==> src/port0_pkg.sv <==
package port0_pkg;
   localparam int PORT_WIDTH = 8;
   localparam int HALF_WIDTH = 4;
   // Direction: 1 = input, 0 = output
   localparam logic [7:0] DIR_RESET     = 8'hFF;
   localparam logic [7:0] LATCH_RESET   = 8'h00;
   localparam logic [3:0] BUF_RESET     = 4'h0;
   localparam logic       RT_EN_RESET   = 1'b0;
   localparam logic       PULLUP_RESET  = 1'b0;
   localparam int LOW_LSB  = 0;
   localparam int HIGH_LSB = 4;
   typedef enum logic [1:0] {
      RT_NONE = 2'b00,
      RT_LOW  = 2'b01,
      RT_HIGH = 2'b10,
      RT_BOTH = 2'b11
   } rt_mode_t;
endpackage

==> src/port0_latch.sv <==
`timescale 1ns/100ps
module port0_latch (
   // Clock and reset
   input  wire logic                             mclk,
   input  wire logic                             sys_rst,
   // Write request
   input  wire logic                             wr,
   input  wire logic [port0_pkg::PORT_WIDTH-1:0] wr_data,
   // Bits held against writes
   input  wire logic [port0_pkg::PORT_WIDTH-1:0] protect,
   // Latch contents
   output logic      [port0_pkg::PORT_WIDTH-1:0] latch
);
   import port0_pkg::*;

   wire [PORT_WIDTH-1:0] next_latch;

   // Protected bits keep their value; others take the write
   assign next_latch = wr ? ((latch & protect) | (wr_data & ~protect))
                          : latch;

   always_ff @(posedge mclk) begin
      if (sys_rst) begin
         latch <= LATCH_RESET;
      end else begin
         latch <= next_latch;
      end
   end
endmodule

==> src/port0_gpio_realtime_output.sv <==
`timescale 1ns/100ps
module port0_gpio_realtime_output (
   // Clock and reset
   input  wire logic                             mclk,
   input  wire logic                             sys_rst,
   // Output latch access
   input  wire logic                             latch_wr,
   input  wire logic [port0_pkg::PORT_WIDTH-1:0] latch_wr_data,
   input  wire logic                             latch_rd,
   output logic      [port0_pkg::PORT_WIDTH-1:0] port_rd_data,
   // Direction register
   input  wire logic                             dir_wr,
   input  wire logic [port0_pkg::PORT_WIDTH-1:0] dir_wr_data,
   output logic      [port0_pkg::PORT_WIDTH-1:0] port_direction_reg,
   // Realtime output control
   input  wire logic                             rtctl_wr,
   input  wire logic                             rtctl_low_data,
   input  wire logic                             rtctl_high_data,
   output logic                                  realtime_low_enable,
   output logic                                  realtime_high_enable,
   // Realtime buffers
   input  wire logic                             rtbuf_low_wr,
   input  wire logic [port0_pkg::HALF_WIDTH-1:0] rtbuf_low_data,
   input  wire logic                             rtbuf_high_wr,
   input  wire logic [port0_pkg::HALF_WIDTH-1:0] rtbuf_high_data,
   output logic      [port0_pkg::HALF_WIDTH-1:0] realtime_buffer_low,
   output logic      [port0_pkg::HALF_WIDTH-1:0] realtime_buffer_high,
   // Pull-up control
   input  wire logic                             pullup_wr,
   input  wire logic                             pullup_data,
   output logic                                  port_pullup_enable,
   // Port pins
   input  wire logic [port0_pkg::PORT_WIDTH-1:0] port_pins_in,
   output logic      [port0_pkg::PORT_WIDTH-1:0] port_pins_out,
   output logic      [port0_pkg::PORT_WIDTH-1:0] port_pins_oe,
   output logic      [port0_pkg::PORT_WIDTH-1:0] port_pullup_on
);
   import port0_pkg::*;

   // Widen a half enable over its nibble
   function automatic logic [PORT_WIDTH-1:0] rt_mask(input rt_mode_t m);
      unique case (m)
         RT_NONE: rt_mask = {PORT_WIDTH{1'b0}};
         RT_LOW:  rt_mask = {{HALF_WIDTH{1'b0}}, {HALF_WIDTH{1'b1}}};
         RT_HIGH: rt_mask = {{HALF_WIDTH{1'b1}}, {HALF_WIDTH{1'b0}}};
         RT_BOTH: rt_mask = {PORT_WIDTH{1'b1}};
      endcase
   endfunction

   // Bits set in keep take old_v, the rest take new_v
   function automatic logic [PORT_WIDTH-1:0] keep_bits(
      input logic [PORT_WIDTH-1:0] old_v,
      input logic [PORT_WIDTH-1:0] new_v,
      input logic [PORT_WIDTH-1:0] keep
   );
      keep_bits = (old_v & keep) | (new_v & ~keep);
   endfunction

   // Internal nets
   wire  [PORT_WIDTH-1:0] latch;
   wire  [PORT_WIDTH-1:0] rt_bits;
   wire  [PORT_WIDTH-1:0] in_bits;
   wire  [PORT_WIDTH-1:0] next_rt_bits;
   wire  [PORT_WIDTH-1:0] next_dir;
   wire  [PORT_WIDTH-1:0] next_oe;
   wire  [PORT_WIDTH-1:0] next_out;
   wire  [PORT_WIDTH-1:0] next_pullup;
   wire  [PORT_WIDTH-1:0] next_rd;
   wire  [PORT_WIDTH-1:0] next_rd_data;
   wire  [PORT_WIDTH-1:0] next_latch_view;
   wire                   next_rt_low;
   wire                   next_rt_high;
   wire  [HALF_WIDTH-1:0] next_buf_low;
   wire  [HALF_WIDTH-1:0] next_buf_high;
   wire                   next_pu_en;
   rt_mode_t              rt_mode;
   rt_mode_t              next_rt_mode;

   // Current realtime mode and the pins it owns
   assign rt_mode = rt_mode_t'({realtime_high_enable, realtime_low_enable});
   assign rt_bits = rt_mask(rt_mode);
   assign in_bits = port_direction_reg & ~rt_bits;

   // Latch with realtime bits write-protected
   port0_latch port0_latch_inst (
      .mclk    (mclk),
      .sys_rst (sys_rst),
      .wr      (latch_wr),
      .wr_data (latch_wr_data),
      .protect (rt_bits),
      .latch   (latch)
   );

   // Register next values
   assign next_dir      = dir_wr ? dir_wr_data : port_direction_reg;
   assign next_rt_low   = rtctl_wr ? rtctl_low_data : realtime_low_enable;
   assign next_rt_high  = rtctl_wr ? rtctl_high_data : realtime_high_enable;
   assign next_buf_low  = rtbuf_low_wr ? rtbuf_low_data : realtime_buffer_low;
   assign next_buf_high = rtbuf_high_wr ? rtbuf_high_data
                                        : realtime_buffer_high;
   assign next_pu_en    = pullup_wr ? pullup_data : port_pullup_enable;

   // Next mode and the pins it will own
   assign next_rt_mode = rt_mode_t'({next_rt_high, next_rt_low});
   assign next_rt_bits = rt_mask(next_rt_mode);

   // Realtime bits drive their buffer and always have their driver on
   assign next_oe  = ~next_dir | next_rt_bits;
   assign next_latch_view = latch_wr ?
                            keep_bits(latch, latch_wr_data, rt_bits) : latch;
   assign next_out = keep_bits({next_buf_high, next_buf_low},
                               next_latch_view, next_rt_bits);
   assign next_pullup = {PORT_WIDTH{next_pu_en}} & next_dir &
                        ~next_rt_bits;

   // Inputs read the pin, outputs and realtime bits read the latch
   assign next_rd = keep_bits(port_pins_in, latch, in_bits);
   // Read capture holds until the next read
   assign next_rd_data = latch_rd ? next_rd : port_rd_data;

   // Direction register
   always_ff @(posedge mclk) begin
      if (sys_rst) begin
         port_direction_reg <= DIR_RESET;
      end else begin
         port_direction_reg <= next_dir;
      end
   end

   // Low half realtime enable
   always_ff @(posedge mclk) begin
      if (sys_rst) begin
         realtime_low_enable <= RT_EN_RESET;
      end else begin
         realtime_low_enable <= next_rt_low;
      end
   end

   // High half realtime enable
   always_ff @(posedge mclk) begin
      if (sys_rst) begin
         realtime_high_enable <= RT_EN_RESET;
      end else begin
         realtime_high_enable <= next_rt_high;
      end
   end

   // Low realtime buffer
   always_ff @(posedge mclk) begin
      if (sys_rst) begin
         realtime_buffer_low <= BUF_RESET;
      end else begin
         realtime_buffer_low <= next_buf_low;
      end
   end

   // High realtime buffer
   always_ff @(posedge mclk) begin
      if (sys_rst) begin
         realtime_buffer_high <= BUF_RESET;
      end else begin
         realtime_buffer_high <= next_buf_high;
      end
   end

   // Pull-up enable
   always_ff @(posedge mclk) begin
      if (sys_rst) begin
         port_pullup_enable <= PULLUP_RESET;
      end else begin
         port_pullup_enable <= next_pu_en;
      end
   end

   // Pin drivers
   always_ff @(posedge mclk) begin
      if (sys_rst) begin
         port_pins_oe <= {PORT_WIDTH{1'b0}};
      end else begin
         port_pins_oe <= next_oe;
      end
   end

   // Pin drive values
   always_ff @(posedge mclk) begin
      if (sys_rst) begin
         port_pins_out <= LATCH_RESET;
      end else begin
         port_pins_out <= next_out;
      end
   end

   // Pull-up connections
   always_ff @(posedge mclk) begin
      if (sys_rst) begin
         port_pullup_on <= {PORT_WIDTH{1'b0}};
      end else begin
         port_pullup_on <= next_pullup;
      end
   end

   // Read data capture
   always_ff @(posedge mclk) begin
      if (sys_rst) begin
         port_rd_data <= LATCH_RESET;
      end else begin
         port_rd_data <= next_rd_data;
      end
   end
endmodule

==> config.mk <==
export PLATFORM = sky130hd
export DESIGN_NAME = port0_gpio_realtime_output
export DESIGN_NICKNAME = d
export VERILOG_FILES = /design/src/port0_pkg.sv /design/src/port0_latch.sv /design/src/port0_gpio_realtime_output.sv
export SDC_FILE = /design/constraint.sdc
export NUM_CORES = 1
export LEC_CHECK = 0
export BUFFER_PORTS_ARGS = -buffer_cell sky130_fd_sc_hd__buf_2
export CORE_MARGIN = 8
export CORE_UTILIZATION = 30
export CTS_BUF_LIST = sky130_fd_sc_hd__clkbuf_4 sky130_fd_sc_hd__clkbuf_8 sky130_fd_sc_hd__clkbuf_16
export CTS_CLUSTER_DIAMETER = 200
export DETAILED_ROUTE_END_ITERATION = 12
export PLACE_DENSITY = 0.6
export SLEW_MARGIN = 5
export SYNTH_ARGS = -nofsm -noshare
export SYNTH_HDL_FRONTEND = slang
export SYNTH_SLANG_ARGS = --single-unit
==> constraint.sdc <==
create_clock -name mclk -period 1.1 [get_ports mclk]
set_input_delay 0.055 -clock mclk [delete_from_list [all_inputs] [get_ports mclk]]
set_output_delay 0.055 -clock mclk [all_outputs]
set_load 0.005 [all_outputs]
==> results of run 1 <==
-- power breakdown --
part | internal [µW] | switching [µW] | total (µW)
clock | 1010 | 807 | 1820
sequential | 2290 | 72.5 | 2360
combinational | 415 | 335 | 750
-- worst paths after layout --
kind	from	end	slack [ns]	cells after the start
max reg2reg	realtime_high_enable$_SDFF_PP0_	port_pins_out[5]$_SDFF_PP0_	0.005	4
max	realtime_high_enable$_SDFF_PP0_	port_pins_out[5]$_SDFF_PP0_	0.005	4
min reg2reg	port_rd_data[1]$_SDFFE_PP0P_	port_rd_data[1]$_SDFFE_PP0P_	0.48	2
min	latch_wr_data[5]	port0_latch_inst.latch[5]$_SDFF_PP0_	0.01	3
-- synth_stat cells (all sizes together) --
cell type   n  area (µm²)
dfxtp      59        1180
mux2i      34         348
nor2       34         128
a211oi     16         120
nand2b     15        93.8
nor2b      12        75.1
a21oi       8        40.0
clkbuf      8        33.8
inv         8        30.0
buf         7        52.5
nand3b      2        40.0
mux2        1        11.3
-- logic make-up (layout without fill, tap and decap cells) --
| family | count (synthesis) | after routing |
|---|---|---|
| flops | 59 | 59 |
| compound gates | 24 | 24 |
| simple gates | 63 | 63 |
| buf+inv | 23 | 152 |
| mux | 35 | 35 |
-- metrics by stage --
step / hold slack (ns) / worst slack [ns]
finish: 0.0106 / 0.00523
global route: 0.0391 / -0.0912
global placement: 0.281 / 0.0373
CTS: 0.00450 / 0.00637
floorplan: 0.215 / 0.0841
detailed placement: 0.289 / 0.00818
-- layout make-up --
type | count | area, µm² | share of cell area [%]
Multi-Input combinational cell | 122 | 937 | 28.9
Timing Repair Buffer | 128 | 779 | 24.1
Tap cell | 99 | 124 | 3.83
Clock buffer | 14 | 174 | 5.37
Clock inverter | 2 | 10.0 | 0.309
Sequential cell | 59 | 1180 | 36.6
Inverter | 8 | 30.0 | 0.927
-- routing by layer --
layer	wire, µm	part of all wire, %	track usage (%)
met3	428	7.4	4.56
met4	53	0.92	6.28
met1	2620	45	14.1
met5	0	0	0
met2	2680	46	18.5
-- worst min-delay path, delay by kind of cell --
family / cells / cell delay, ns
and+or+nand+nor: 1 / 0.08
buffers and inverters: 1 / 0.09
muxes: 1 / 0.07
-- timing repair --
action / 4_1_cts / 5_1_grt
hold buffers: 20 / 0
setup endpoints to repair: 3 / 20
setup buffers: 3 / 1
gates resized for setup: 1 / 17
gates cloned: 1 / 0
endpoints found under the hold margin: 20 / 0
pin swaps: 1 / 9
==> flow_summary.json, run 1 <==
{
  "fmax_mhz": 913,
  "yosys_warnings": 0,
  "path_buf_inv": 1,
  "clock_latency_ns": 0.32,
  "power_leakage_uw": 0.00156,
  "clock_sinks": 59,
  "initial_core_util_pct": 30.3,
  "layout.cells.non_filler": 432,
  "finalClockSkew_ns": 0.00236,
  "synth_compound_area_share_pct": 7.44,
  "clock_path_buffers": 2,
  "chipWidth_um": 101,
  "ys_ff_latch": 59,
  "layout_common_cells": "buf_2, dfxtp_1, nor2_1, mux2i_1, dlygate4sd3_1",
  "drive_gt1_share_pct": 42.9,
  "cts-buffers-inserted": 9,
  "dp.cells": 392,
  "h-tree-depth": 3,
  "synth_top_family_by_area": "multiplexers",
  "power_density_nw_per_um2": 1520,
  "clockRootBuffer": "clkbuf_8",
  "worstPathMaxFanout": 4,
  "cp.required_ns": 1.31,
  "cp.arrival_ns": 1.30,
  "final_nets": 372,
  "slew_headroom_pct": 79.5,
  "path_delay_family": "flip-flops",
  "cts_tree": "done",
  "core_area_um2": 7100,
  "cp_cell_sequence": "nor2b_1 -> buf_4 -> mux2i_2 -> a211oi_2",
  "gp_congestion": 0.758,
  "yosys.area_share.adder_pct": 0,
  "place_hpwl_um": 4340,
  "min_period_ns": 1.09,
  "final_area_um2": 3240,
  "seq_area_frac_synth_pct": 54.9,
  "grt_pass1_wl_um": 9380,
  "synth.area.mux_share_pct": 16.7,
  "n_antenna_cell": 0,
  "die_y_um": 101,
  "num_io_pins": 95,
  "synth_area_um2": 2150,
  "finish.utilization_pct": 45.6,
  "ys_types": 16,
  "outcome": "completed",
  "drt_iter0_markers": 20,
  "routed_wl_um": 5780,
  "grt_pass1_vias": 1931,
  "startpoint_type": "register",
  "remaining_drc_errors": 0,
  "drt-wirelength-per-cell_um": 13.4,
  "finalHoldViolCount": 0,
  "tns_ns": 0,
  "hold_class": "input port to register",
  "antenna_found_initial": 0,
  "track_usage_pct": 12.0,
  "avgViaCountPerCell": 4.10,
  "antenna_left": 0,
  "path_class": "register to register",
  "slew_viol_final": 0,
  "postSynthAreaPerCell_um2": 10.6,
  "finalSetupViolations": 0,
  "grt_max_degree": 26,
  "max_cap_violations": 0,
  "dieArea_um2": 10100,
  "rsz0062_at_grt": "yes",
  "cts.clk_slew.worst_paths_ns": 0.07,
  "yosys.area_share.simple_pct": 15.6,
  "syn_inst": 204,
  "port_buffers": 94,
  "worst_pin_slew_ns": 0.300,
  "area_growth_pct": 50.4,
  "end_kind": "register",
  "rows": 31,
  "post-route-period-util_pct": 99.5,
  "synthXorXnorAreaFrac_pct": 0,
  "syn_nets": 248,
  "fillCellCount": 712,
  "power.ir.vdd_worst_mv": 0.646,
  "crit_slowest_cell": "dfxtp_2",
  "dpl_cell_area_um2": 2740,
  "drtPass1Iterations": 4,
  "final_common_cell": "buf_2",
  "critPathMaxStageDelay_ns": 0.34,
  "grt_remaining_overflow": 0,
  "vias": 1772,
  "total_power_uw": 4920
}
Power figures use the tool's default switching activity.
==> inputs of run 2 (changes only) <==
==> constraint.sdc (replaced) <==
create_clock -name mclk -period 0.9 [get_ports mclk]
set_input_delay 0.045 -clock mclk [delete_from_list [all_inputs] [get_ports mclk]]
set_output_delay 0.045 -clock mclk [all_outputs]
set_load 0.005 [all_outputs]
==> run 2 against run 1 <==
  * The flow now finishes with violations (negative hold slack, negative setup slack)
  * Cell count stayed put
  * Highest routed layer is now met5
  * Sequential share of layout area fell by 1.3 points
  * Register-to-register slack worse by 0.21 ns
==> flow_summary.json, run 2 (synthesis gave the netlist of run 1 again) <==
{
  "outcome": "finished, violations left",
  "violations": "negative hold slack, negative setup slack",
  "clockRootBuffer": "clkbuf_8",
  "port_buffers": 94,
  "fmax_mhz": 906,
  "chipWidth_um": 101,
  "met2_usage_pct": 17.8,
  "path_depth": 4,
  "worst_pin_slew_ns": 0.314,
  "cts_tree": "done",
  "area_growth_pct": 58.9,
  "antenna_left": 0,
  "grt_pass1_wl_um": 9090,
  "path_delay_family": "flip-flops",
  "clock_path_buffers": 2,
  "startpoint_type": "register",
  "whs_ns": -0.00524,
  "post-route-period-util_pct": 123,
  "grt_use_met3_pct": 5.11,
  "crit_slowest_cell": "dfxtp_4",
  "rsz0062_at_grt": "yes",
  "r2r_start": "realtime_low_enable$_SDFF_PP0_",
  "multi_input_area_um2": 1040,
  "cp.arrival_ns": 1.32,
  "finalClockSkew_ns": 0.00604,
  "end_kind": "register",
  "place_hpwl_um": 4370,
  "track_usage_pct": 11.5,
  "initial_core_util_pct": 30.3,
  "remaining_drc_errors": 0,
  "tns_ns": -3.95,
  "layout_common_cells": "buf_2, dfxtp_1, nor2_1, mux2i_1, dlygate4sd3_1",
  "drt_iter0_markers": 27,
  "power_density_nw_per_um2": 1780,
  "final_common_cell": "buf_2",
  "vias": 1842,
  "finish.utilization_pct": 48.2,
  "gr-max-usage-layer": "met2",
  "cp.required_ns": 1.11,
  "worstPathMaxFanout": 5,
  "r2r_slack_ns": -0.20,
  "routed_wl_um": 5980,
  "min_period_ns": 1.10,
  "finalSetupViolations": 37,
  "critPathMaxStageDelay_ns": 0.37,
  "die_y_um": 101,
  "drtPass1Iterations": 3,
  "slew_viol_final": 0,
  "worstReg2RegEnd": "port_pins_out[0]$_SDFF_PP0_",
  "dieArea_um2": 10100,
  "hold_class": "input port to register",
  "antenna_found_initial": 1,
  "cts.clk_slew.worst_paths_ns": 0.06,
  "grt_max_degree": 26,
  "power.ir.vdd_worst_mv": 0.823,
  "cp_cell_sequence": "nor2b_2 -> buf_6 -> mux2i_4 -> a211oi_2",
  "core_area_um2": 7100,
  "drt-wirelength-per-cell_um": 13.8,
  "rows": 31,
  "grt_remaining_overflow": 0,
  "avgViaCountPerCell": 4.26,
  "critPathLaunch": "realtime_low_enable$_SDFF_PP0_",
  "final_nets": 372,
  "num_io_pins": 95,
  "clock_sinks": 59,
  "fillCellCount": 713,
  "gp_congestion": 0.791,
  "clock_latency_ns": 0.32,
  "cp-endpoint": "port_pins_out[0]$_SDFF_PP0_",
  "layout_setup_ws_ns": -0.204,
  "slew_headroom_pct": 78.5,
  "power_leakage_uw": 0.00160,
  "grt_pass1_vias": 1867,
  "finalHoldViolCount": 1,
  "n_antenna_cell": 0,
  "cts-buffers-inserted": 9,
  "met1_usage_pct": 13.4,
  "max_cap_violations": 0,
  "seq_area_um2": 1210,
  "drive_gt1_share_pct": 50.8,
  "path_class": "register to register",
  "path_buf_inv": 1,
  "ff2ff_path_depth": 4,
  "h-tree-depth": 3
}
run 2: how the worst min path moves through the flow:
| stage | start | to | slack (ns) | cells after the start |
|---|---|---|---|---|
| after floorplan | rtbuf_high_data[0] | realtime_buffer_high[0]$_SDFF_PP0_ | 0.21 | 2 |
| after global placement | rtbuf_high_data[3] | realtime_buffer_high[3]$_SDFF_PP0_ | 0.31 | 3 |
| after detailed placement | rtbuf_high_data[3] | realtime_buffer_high[3]$_SDFF_PP0_ | 0.31 | 3 |
| after CTS | latch_wr_data[3] | port0_latch_inst.latch[3]$_SDFF_PP0_ | 0.0008 | 3 |
| after global routing | latch_wr_data[3] | port0_latch_inst.latch[3]$_SDFF_PP0_ | -0.002 | 3 |
| final | dir_wr_data[1] | port_direction_reg[1]$_SDFF_PP1_ | -0.005 | 3 |
run 2: worst reg2reg max path: cells and delay by family (launching register included):
family,cells,cell delay [ns]
AOI/OAI and AO/OA,1,0.09
buffers and inverters,1,0.17
DFF,1,0.37
muxes,1,0.25
and+or+nand+nor,1,0.12
run 2: routing by layer:
layer	vias to the layer above	part of all wire (%)
met5	-	0.13
met1	847	44
met4	2	1.3
li1	926	-
met3	9	8.5
met2	58	46
run 2: cell type report:
class | instances | area share (%)
clock inverters | 2 | 0.293
well taps | 99 | 3.62
clock buffers | 14 | 5.08
multi-input cells | 122 | 30.4
inverters | 8 | 0.878
flip-flops and latches | 59 | 35.3
repair buffers | 128 | 24.4
run 2: report_power, final:
group          leakage, µW  switching (µW)  total [µW]  internal (µW)
logic              0.00101             447        1030            580
registers         0.000488            99.3        2890           2790
clock network     0.000101             941        2180           1230
run 2: through the flow:
| stage | instances | setup WS [ns] | total power [µW] | hold slack [ns] | cell area (µm²) |
|---|---|---|---|---|---|
| floorplan | 204 | -0.0909 | 3360 | 0.205 | 2160 |
| global placement | 391 | -0.126 | 3720 | 0.308 | 2760 |
| detailed placement | 391 | -0.173 | 3730 | 0.313 | 2760 |
| CTS | 428 | -0.174 | 6060 | 0.000836 | 3250 |
| global route | 432 | -0.251 | 6410 | -0.00237 | 3420 |
| finish | 432 | -0.204 | 6090 | -0.00524 | 3420 |
run 2: timing repair:
item                                   CTS  global route
setup buffers                            1             3
gates cloned                             1             0
setup endpoints to repair               37            50
gates resized for setup                 26            34
pin swaps                               20             4
endpoints found under the hold margin   19             1
hold buffers                            19             1
